### src/swm_pkg.sv
/*
 * package for the single-wire bus master: register map, field positions,
 * reset values, slot timing and shared types.
 * assumes a 100 MHz system clock and a divided 1 us bus timing tick.
 */
package swm_pkg;

   // register bus widths
   localparam int ADDR_W = 8;
   localparam int DATA_W = 32;
   localparam int BYTE_W = 8;

   // register byte offsets
   localparam logic [ADDR_W-1:0] REG_CFG  = 8'h00;
   localparam logic [ADDR_W-1:0] REG_DIV  = 8'h04;
   localparam logic [ADDR_W-1:0] REG_CTRL = 8'h08;
   localparam logic [ADDR_W-1:0] REG_DATA = 8'h0C;

   // field positions
   localparam int CFG_BB_EN_BIT   = 0;
   localparam int CFG_TXFULL_BIT  = 1;
   localparam int CTRL_LAUNCH_BIT = 0;
   localparam int CTRL_SRA_BIT    = 1;
   localparam int CTRL_BBOE_BIT   = 2;
   localparam int CTRL_SENSE_BIT  = 3;
   localparam int CTRL_PD_BIT     = 5;

   // reset values
   localparam logic [BYTE_W-1:0] DIV_RST  = 8'h00;
   localparam logic [BYTE_W-1:0] DATA_RST = 8'h00;
   localparam logic LINE_IDLE = 1'b1;

   // timing in microseconds, counts in 1 us ticks
   localparam int TICK_US        = 1;
   localparam int T_RST_LOW_US   = 480;
   localparam int T_RST_REC_US   = 480;
   localparam int T_PD_SAMPLE_US = 70;
   localparam int T_W1_LOW_US    = 5;
   localparam int T_SAMPLE_US    = 15;
   localparam int T_W0_LOW_US    = 60;
   localparam int T_REC_US       = 7;
   localparam logic [9:0] RST_LOW_TICKS = 10'(T_RST_LOW_US / TICK_US);
   localparam logic [9:0] RST_REC_TICKS = 10'(T_RST_REC_US / TICK_US);
   localparam logic [9:0] PD_TICKS      = 10'(T_PD_SAMPLE_US / TICK_US);
   localparam logic [9:0] W1_LOW_TICKS  = 10'(T_W1_LOW_US / TICK_US);
   localparam logic [9:0] SAMPLE_TICKS  = 10'(T_SAMPLE_US / TICK_US);
   localparam logic [9:0] W0_LOW_TICKS  = 10'(T_W0_LOW_US / TICK_US);
   localparam logic [9:0] SLOT_TICKS    = 10'((T_W0_LOW_US + T_REC_US) / TICK_US);

   // software-held control bits, in their register order
   typedef struct packed {
      logic bb_oe;
      logic sra;
      logic launch;
   } swm_ctrl_t;

   // open-drain pin drive towards the pad
   typedef struct packed {
      logic level;
      logic oe;
   } swm_pin_t;

endpackage

### src/swm_sync.sv
/*
 * two flip-flop synchroniser for the bus line input.
 * assumes the input is asynchronous to sys_clk_i.
 */
`timescale 1ns/100ps
`default_nettype none
module swm_sync (
   // clock and reset
   input wire logic sys_clk_i,
   input wire logic resetn_i,
   // line
   input wire logic async_i,
   output logic sync_o
);
   import swm_pkg::*;

   logic meta_q;
   logic sync_q;

   always_ff @(posedge sys_clk_i) begin
      if (!resetn_i) begin
         meta_q <= LINE_IDLE;
         sync_q <= LINE_IDLE;
      end else begin
         meta_q <= async_i;
         sync_q <= meta_q;
      end
   end

   assign sync_o = sync_q;
endmodule // swm_sync
`default_nettype wire

### src/swm_buf2.sv
/*
 * two-entry byte buffer with valid/ready on both sides.
 * assumes both sides on sys_clk_i.
 */
`timescale 1ns/100ps
`default_nettype none
module swm_buf2 (
   // clock and reset
   input wire logic sys_clk_i,
   input wire logic resetn_i,
   // fill side
   input wire logic in_valid_i,
   output logic in_ready_o,
   input wire logic [swm_pkg::BYTE_W-1:0] in_data_i,
   // drain side
   output logic out_valid_o,
   input wire logic out_ready_i,
   output logic [swm_pkg::BYTE_W-1:0] out_data_o
);
   import swm_pkg::*;

   logic [BYTE_W-1:0] mem_q [2];
   logic wr_q;
   logic rd_q;
   logic [1:0] cnt_q;
   wire push_w = in_valid_i && in_ready_o;
   wire pop_w = out_valid_o && out_ready_i;

   assign in_ready_o = (cnt_q != 2'h2);
   assign out_valid_o = (cnt_q != 2'h0);
   assign out_data_o = mem_q[rd_q];

   always_ff @(posedge sys_clk_i) begin
      if (!resetn_i) begin
         mem_q[0] <= DATA_RST;
         mem_q[1] <= DATA_RST;
         wr_q <= 1'b0;
         rd_q <= 1'b0;
         cnt_q <= 2'h0;
      end else begin
         if (push_w) begin
            mem_q[wr_q] <= in_data_i;
            wr_q <= ~wr_q;
         end
         if (pop_w) begin
            rd_q <= ~rd_q;
         end
         cnt_q <= cnt_q + {1'b0, push_w} - {1'b0, pop_w};
      end
   end
endmodule // swm_buf2
`default_nettype wire

### src/swm_master.sv
/*
 * single-wire bus master: control/status bits, byte buffer, reset and
 * data slot engine, search accelerator, bit-bang drive.
 * assumes an external pull-up on the line and a plain register port.
 */
// The implementer's own choice: the address-and-strobe port.
`timescale 1ns/100ps
`default_nettype none
module swm_master (
   // clock and reset
   input wire logic sys_clk_i,
   input wire logic resetn_i,
   // register port
   input wire logic [swm_pkg::ADDR_W-1:0] reg_addr_i,
   input wire logic [swm_pkg::DATA_W-1:0] reg_wdata_i,
   input wire logic reg_we_i,
   input wire logic reg_re_i,
   output logic [swm_pkg::DATA_W-1:0] reg_rdata_o,
   // bus line
   input wire logic bus_line_pin_i,
   output logic bus_line_pin_o,
   output logic bus_line_pin_oe_o
);
   import swm_pkg::*;

   typedef enum logic [1:0] {ST_IDLE, ST_RST_LOW, ST_RST_WAIT, ST_SLOT} swm_state_t;

   function automatic logic hit(input logic [ADDR_W-1:0] a, input logic [ADDR_W-1:0] off);
      hit = (a == off);
   endfunction

   // registers
   swm_ctrl_t ctrl_q, ctrl_d;
   swm_state_t st_q, st_d;
   swm_pin_t pin_q, pin_d;
   logic bb_en_q, bb_en_d;
   logic [BYTE_W-1:0] div_q, div_d;
   logic [BYTE_W-1:0] div_cnt_q, div_cnt_d;
   logic [9:0] us_q, us_d;
   logic [2:0] bit_q, bit_d;
   logic [1:0] phase_q, phase_d;
   logic [BYTE_W-1:0] tx_q, tx_d;
   logic [BYTE_W-1:0] rx_q, rx_d;
   logic [BYTE_W-1:0] rx_last_q, rx_last_d;
   logic smp_q, smp_d;
   logic id_q, id_d;
   logic cmp_q, cmp_d;
   logic sra_run_q, sra_run_d;
   logic pd_q, pd_d;
   logic [DATA_W-1:0] rdata_q, rdata_d;

   // line sense
   logic sense_w;
   swm_sync u_sync (
      .sys_clk_i(sys_clk_i),
      .resetn_i(resetn_i),
      .async_i(bus_line_pin_i),
      .sync_o(sense_w)
   );

   // register decode
   wire wr_cfg_w = reg_we_i && hit(reg_addr_i, REG_CFG);
   wire wr_div_w = reg_we_i && hit(reg_addr_i, REG_DIV);
   wire wr_ctrl_w = reg_we_i && hit(reg_addr_i, REG_CTRL);
   wire wr_data_w = reg_we_i && hit(reg_addr_i, REG_DATA);

   // transmit byte buffer
   logic buf_in_ready_w;
   logic buf_out_valid_w;
   logic [BYTE_W-1:0] buf_out_data_w;
   wire start_rst_w = (st_q == ST_IDLE) && ctrl_q.launch;
   wire buf_pop_w = (st_q == ST_IDLE) && !ctrl_q.launch && buf_out_valid_w;
   swm_buf2 u_buf (
      .sys_clk_i(sys_clk_i),
      .resetn_i(resetn_i),
      .in_valid_i(wr_data_w),
      .in_ready_o(buf_in_ready_w),
      .in_data_i(reg_wdata_i[BYTE_W-1:0]),
      .out_valid_o(buf_out_valid_w),
      .out_ready_i(buf_pop_w),
      .out_data_o(buf_out_data_w)
   );

   // timing tick from divisor, 0 stops it
   wire tick_w = (div_q != DIV_RST) && (div_cnt_q == div_q - 8'h01);
   assign div_cnt_d = (tick_w || div_q == DIV_RST) ? 8'h00 : div_cnt_q + 8'h01;

   // slot write value: search triplet or plain lsb
   wire dir_w = (id_q != cmp_q) ? id_q : (id_q ? 1'b1 : tx_q[0]);
   wire slot_val_w = sra_run_q ? ((phase_q == 2'h2) ? dir_w : 1'b1) : tx_q[0];
   wire [9:0] low_len_w = slot_val_w ? W1_LOW_TICKS : W0_LOW_TICKS;
   wire eng_drv_w = (st_q == ST_RST_LOW) || ((st_q == ST_SLOT) && (us_q < low_len_w));
   wire slot_end_w = (st_q == ST_SLOT) && tick_w && (us_q == SLOT_TICKS - 10'h001);
   wire bit_done_w = slot_end_w && (!sra_run_q || phase_q == 2'h2);
   wire rx_bit_w = sra_run_q ? dir_w : smp_q;
   wire byte_done_w = bit_done_w && (bit_q == 3'h7);
   wire rst_done_w = (st_q == ST_RST_WAIT) && tick_w && (us_q == RST_REC_TICKS - 10'h001);
   wire pd_hit_w = (st_q == ST_RST_WAIT) && tick_w && (us_q == PD_TICKS) && !sense_w;
   wire [BYTE_W-1:0] rx_fin_w = {rx_bit_w, rx_q[BYTE_W-1:1]};

   // software state
   assign bb_en_d = wr_cfg_w ? reg_wdata_i[CFG_BB_EN_BIT] : bb_en_q;
   assign div_d = wr_div_w ? reg_wdata_i[BYTE_W-1:0] : div_q;
   assign ctrl_d.bb_oe = wr_ctrl_w ? reg_wdata_i[CTRL_BBOE_BIT] : ctrl_q.bb_oe;
   assign ctrl_d.sra = wr_ctrl_w ? reg_wdata_i[CTRL_SRA_BIT] : ctrl_q.sra;
   // set wins over hardware clear
   assign ctrl_d.launch = (wr_ctrl_w && reg_wdata_i[CTRL_LAUNCH_BIT])
                          || (ctrl_q.launch && !rst_done_w);
   assign pd_d = start_rst_w ? 1'b0 : (pd_q || pd_hit_w);
   assign rx_last_d = byte_done_w ? rx_fin_w : rx_last_q;

   // pin drive
   assign pin_d.level = 1'b0;
   assign pin_d.oe = bb_en_q ? ctrl_q.bb_oe : eng_drv_w;
   assign bus_line_pin_o = pin_q.level;
   assign bus_line_pin_oe_o = pin_q.oe;

   // read mux
   wire [DATA_W-1:0] cfg_rd_w = DATA_W'({!buf_in_ready_w, bb_en_q});
   wire [DATA_W-1:0] ctrl_rd_w = DATA_W'({pd_q, 1'b0, sense_w, ctrl_q});
   wire [DATA_W-1:0] data_rd_w = DATA_W'(rx_last_q);
   assign rdata_d = !reg_re_i ? '0 :
                    hit(reg_addr_i, REG_CFG) ? cfg_rd_w :
                    hit(reg_addr_i, REG_DIV) ? DATA_W'(div_q) :
                    hit(reg_addr_i, REG_CTRL) ? ctrl_rd_w :
                    hit(reg_addr_i, REG_DATA) ? data_rd_w : '0;
   assign reg_rdata_o = rdata_q;

   // engine
   always_comb begin
      st_d = st_q;
      us_d = us_q;
      bit_d = bit_q;
      phase_d = phase_q;
      tx_d = tx_q;
      rx_d = rx_q;
      smp_d = smp_q;
      id_d = id_q;
      cmp_d = cmp_q;
      sra_run_d = sra_run_q;
      unique case (st_q)
         ST_IDLE: begin
            us_d = 10'h000;
            if (start_rst_w) begin
               st_d = ST_RST_LOW;
            end else if (buf_pop_w) begin
               st_d = ST_SLOT;
               tx_d = buf_out_data_w;
               bit_d = 3'h0;
               phase_d = 2'h0;
               sra_run_d = ctrl_q.sra;
            end
         end
         ST_RST_LOW: begin
            if (tick_w) begin
               us_d = us_q + 10'h001;
               if (us_q == RST_LOW_TICKS - 10'h001) begin
                  st_d = ST_RST_WAIT;
                  us_d = 10'h000;
               end
            end
         end
         ST_RST_WAIT: begin
            if (tick_w) begin
               us_d = us_q + 10'h001;
               if (rst_done_w) begin
                  st_d = ST_IDLE;
               end
            end
         end
         ST_SLOT: begin
            if (tick_w) begin
               us_d = us_q + 10'h001;
               if (us_q == SAMPLE_TICKS) begin
                  smp_d = sense_w;
               end
            end
            if (slot_end_w) begin
               us_d = 10'h000;
               phase_d = phase_q + 2'h1;
               if (sra_run_q && phase_q == 2'h0) begin
                  id_d = smp_q;
               end
               if (sra_run_q && phase_q == 2'h1) begin
                  cmp_d = smp_q;
               end
            end
            if (bit_done_w) begin
               phase_d = 2'h0;
               rx_d = rx_fin_w;
               tx_d = {1'b0, tx_q[BYTE_W-1:1]};
               bit_d = bit_q + 3'h1;
               if (byte_done_w) begin
                  st_d = ST_IDLE;
               end
            end
         end
      endcase
   end

   always_ff @(posedge sys_clk_i) begin
      if (!resetn_i) begin
         ctrl_q <= '0;
         bb_en_q <= 1'b0;
         div_q <= DIV_RST;
         div_cnt_q <= 8'h00;
         pd_q <= 1'b0;
         rx_last_q <= DATA_RST;
         pin_q <= '0;
         rdata_q <= '0;
      end else begin
         ctrl_q <= ctrl_d;
         bb_en_q <= bb_en_d;
         div_q <= div_d;
         div_cnt_q <= div_cnt_d;
         pd_q <= pd_d;
         rx_last_q <= rx_last_d;
         pin_q <= pin_d;
         rdata_q <= rdata_d;
      end
   end

   always_ff @(posedge sys_clk_i) begin
      if (!resetn_i) begin
         st_q <= ST_IDLE;
         us_q <= 10'h000;
         bit_q <= 3'h0;
         phase_q <= 2'h0;
         tx_q <= DATA_RST;
         rx_q <= DATA_RST;
         smp_q <= LINE_IDLE;
         id_q <= 1'b0;
         cmp_q <= 1'b0;
         sra_run_q <= 1'b0;
      end else begin
         st_q <= st_d;
         us_q <= us_d;
         bit_q <= bit_d;
         phase_q <= phase_d;
         tx_q <= tx_d;
         rx_q <= rx_d;
         smp_q <= smp_d;
         id_q <= id_d;
         cmp_q <= cmp_d;
         sra_run_q <= sra_run_d;
      end
   end
endmodule // swm_master
`default_nettype wire

### config.mk
export PLATFORM = sky130hd
export DESIGN_NAME = swm_master
export DESIGN_NICKNAME = d
export VERILOG_FILES = /design/src/swm_pkg.sv /design/src/swm_sync.sv /design/src/swm_buf2.sv /design/src/swm_master.sv
export SDC_FILE = /design/constraint.sdc
export NUM_CORES = 1
export LEC_CHECK = 0
export BUFFER_PORTS_ARGS = -buffer_cell sky130_fd_sc_hd__buf_2
export CAP_MARGIN = 15
export CORE_ASPECT_RATIO = 0.5
export CORE_MARGIN = 5
export CORE_UTILIZATION = 45
export DETAILED_ROUTE_END_ITERATION = 6
export PLACE_DENSITY = 0.65
export SLEW_MARGIN = 25
export SYNTH_ARGS = -nofsm -noshare
export SYNTH_HDL_FRONTEND = slang
export SYNTH_SLANG_ARGS = --single-unit
### constraint.sdc
create_clock -name sys_clk_i -period 3.3 [get_ports sys_clk_i]
set_clock_uncertainty 0.1 [all_clocks]
set_input_delay 0.165 -clock sys_clk_i [delete_from_list [all_inputs] [get_ports sys_clk_i]]
set_output_delay 0.165 -clock sys_clk_i [all_outputs]
set_load 0.01 [all_outputs]
==> metrics.md <==
| Metric | Value |
|---|---|
| Ys flop type | `dfxtp_1` |
| Fillers | `1009` |
| Detailed-route via count | `3718` |
| Pre-CTS setup slack | `0.414 ns` |
| CTS Buf Count | `9` |
| Sum Neg Setup Slack | `0 ns` |
| Final setup fails | `0` |
| Synth warnings | `0` |
| Starting Density | `45.4%` |
| Pwr/cell area | `507 nW/um^2` |
| CTS tree | `yes` |
| LEAKAGE | `2.12 nW` |
| Yosys reg bits | `97` |
| I/O pins | `79` |
| Worst-Skew Late Latency | `0.34 ns` |
| 1st-iter DRT viols | `192` |
| Row count | `27` |
| Global-route wire length before repair | `16700 um` |
| Max_slew headroom | `50.8%` |
| Fraction of layout cells with a size suffix above 1 | `11.8%` |
| Nets | `630` |
| Worst EP arrival | `3.08 ns` |
| HP Class | `input port to flip-flop` |
| Worst VDD drop | `307 uV` |
| H-tree depth | `3` |
| Fin. Hold Viols | `0` |
| Port buffer count | `29` |
| Clk pin slew, worst setup/hold paths | `0.07 ns` |
| Syn_area_per_cell | `9.11 sq um` |
| Max_cap viols | `0` |
| Footprint of the multi-input gates | `2550 sq um` |
| GP Congestion | `0.829` |
| CTS Sinks | `97` |
| WL/cell | `14.0 um` |
| Residual DRC | `0` |
| Startpoint Class | `flip-flop` |
| Slew at the pin with the worst max-slew slack | `0.737 ns` |
| Final Cell Area | `5460 sq um` |
| # diodes | `0` |
| Post-Route WL | `10100 um` |
| Die Width | `158 um` |
| Critical Path RT | `3.46 ns` |
| Post-CTS sizing | `0` |
| Fmax | `0.343 GHz` |
| TritonRoute pass-1 iters | `5` |
| RSZ-0062 raised after global routing | `false` |
| Worst setup EP type | `flip-flop` |
| Post-route ant nets | `0` |
| WS Path Type | `flip-flop to flip-flop` |
| Placed inst area | `5140 sq um` |
| Netlist cell types | `64` |
| Most common cell after layout, fill and taps aside | `dfxtp_1` |
| Tot Pwr | `2.77 mW` |
| Final worst setup slack | `0.388 ns` |
| Most frequent cells in the layout | `81 x dfxtp_1, 60 x nor2_1, 51 x nand2_1` |
| Antenna violations before repair | `0` |
| Crit-path max FO | `13` |
| EDFF count, synth | `16` |
| Area growth syn-to-layout | `10.8%` |
| Post-DP HPWL | `7290 um` |
| Async SR Flop Fraction | `0%` |
| Synth Instances | `541` |
| Min Clock Period, post-route | `2.91 ns` |
| Fraction of the yosys area taken by sequential cells | `42.7%` |
| Cell area after synthesis | `4930 sq um` |
| Largest net degree at the start of global routing | `37` |
| Vias per inst | `5.16` |
| Vias in the first global route | `3422` |
| GR Util All Layers | `15.6%` |
| Die Y | `84.0 um` |
| Root Buffer | `clkbuf_16` |
| Max Buffers Root-to-Sink | `2` |
| Max Slew Vio Count | `0` |
| Storage cell area | `2100 sq um` |
| Core area | `10800 sq um` |
| Outcome | `complete, no violations` |
| Fin util | `50.4%` |
| Gr ovfl total | `0` |
| Final Cycle Share | `88.3%` |
| Die area | `13300 sq um` |
through the flow:
stage,std cells,hold slack [ns]
2_1_floorplan,565,0.166
3_3_place_gp,699,0.245
3_5_place_dp,699,0.251
4_1_cts,721,0.0147
5_1_grt,721,0.0250
6_report,721,0.0165
worst max-delay path, cell delays in order (launching register included):
cell,delay [ns]
dfxtp_1,0.47
inv_1,0.08
ha_1,0.25
nor3b_2,0.20
o21ai_0,0.17
a32oi_1,0.07
mux2_2,0.42
or2_0,0.35
buf_4,0.22
o311a_1,0.35
nor3_1,0.13
final timing paths:
path	cells past startpoint	slack [ns]	from	endpoint
max	10	0.39	div_q[0]	us_q[6]
min	3	0.02	reg_wdata_i[2]	ctrl_q[2]
min reg2reg	1	0.31	u_sync.meta_q	u_sync.sync_o
max reg2reg	10	0.39	div_q[0]	us_q[6]
layer usage:
layer | GRT usage [%] | routed length (um) | share of wire, % | up-vias
li1 | - | - | - | 1905
met2 | 24.6 | 4520 | 45 | 76
met5 | 0 | 0 | 0 | -
met1 | 21.5 | 5060 | 50 | 1728
met4 | 3.56 | 93 | 0.92 | 0
met3 | 4.04 | 441 | 4.4 | 9
layout make-up:
type                    count  share of cell area, %
repair buffers             47                   5.41
inverters                  19                   1.31
clock inverters             4                  0.504
clock buffers              12                   4.33
flip-flops and latches     97                   38.5
multi-input cells         397                   46.6
well taps                 145                   3.32
kinds of logic after synthesis:
logic type	share of synthesized area (%)
adders and majority gates	3.56
muxes	10.1
AOI/OAI and AO/OA	11.4
DFF	42.7
xor gates and xnor gates	3.73
other	0.0761
and+or+nand+nor	20.8
buffers and inverters	7.59
state kept, by name, indices dropped and copies added (netlist names), 2 cells and up, named ones only:
name,count
div_q,8
rx_last_q,8
st_q,2
us_q,10
reg_rdata_o,8
u_buf.cnt_q,2
div_cnt_q,8
tx_q,8
bit_q,3
phase_q,2
ctrl_q,3
rx_q,7
u_buf.mem_q,16
what timing repair did:
| item | CTS | global route |
|---|---|---|
| endpoints found under the hold margin | 6 | 0 |
| hold buffers | 6 | 0 |
| buffers inserted | 0 | 0 |
where the power goes:
part           internal (mW)  switching (mW)
clock                  0.515           0.439
sequential              1.26          0.0450
combinational          0.194           0.317
cells in the mapped netlist, drive strengths merged (2+ instances only):
library cell / n / share of area, %
or3: 7 / 0.99
clkbuf: 23 / 1.8
a21oi: 21 / 2.1
mux2: 4 / 0.91
ha: 14 / 3.6
nand3: 19 / 1.9
o211ai: 9 / 1.4
and2: 20 / 2.5
edfxtp: 16 / 9.8
nor3: 10 / 1.2
nand2b: 8 / 1.0
xor2: 6 / 1.1
nand4: 3 / 0.38
o21ai: 15 / 1.5
o31ai: 4 / 0.61
buf: 29 / 4.4
xnor2: 15 / 2.7
and3: 6 / 0.76
a32o: 2 / 0.41
nor4: 4 / 0.51
o21a: 2 / 0.30
inv: 19 / 1.4
or4: 4 / 0.69
a31o: 2 / 0.36
a2111oi: 2 / 0.36
a31oi: 5 / 0.63
nand3b: 3 / 0.46
nand2: 51 / 3.9
a221oi: 2 / 0.36
mux2i: 43 / 8.7
nor3b: 3 / 0.56
nor2b: 2 / 0.25
o32ai: 2 / 0.36
nor2: 61 / 4.7
dfxtp: 81 / 33
a22oi: 4 / 0.61
(Power assumes the default switching activity.)
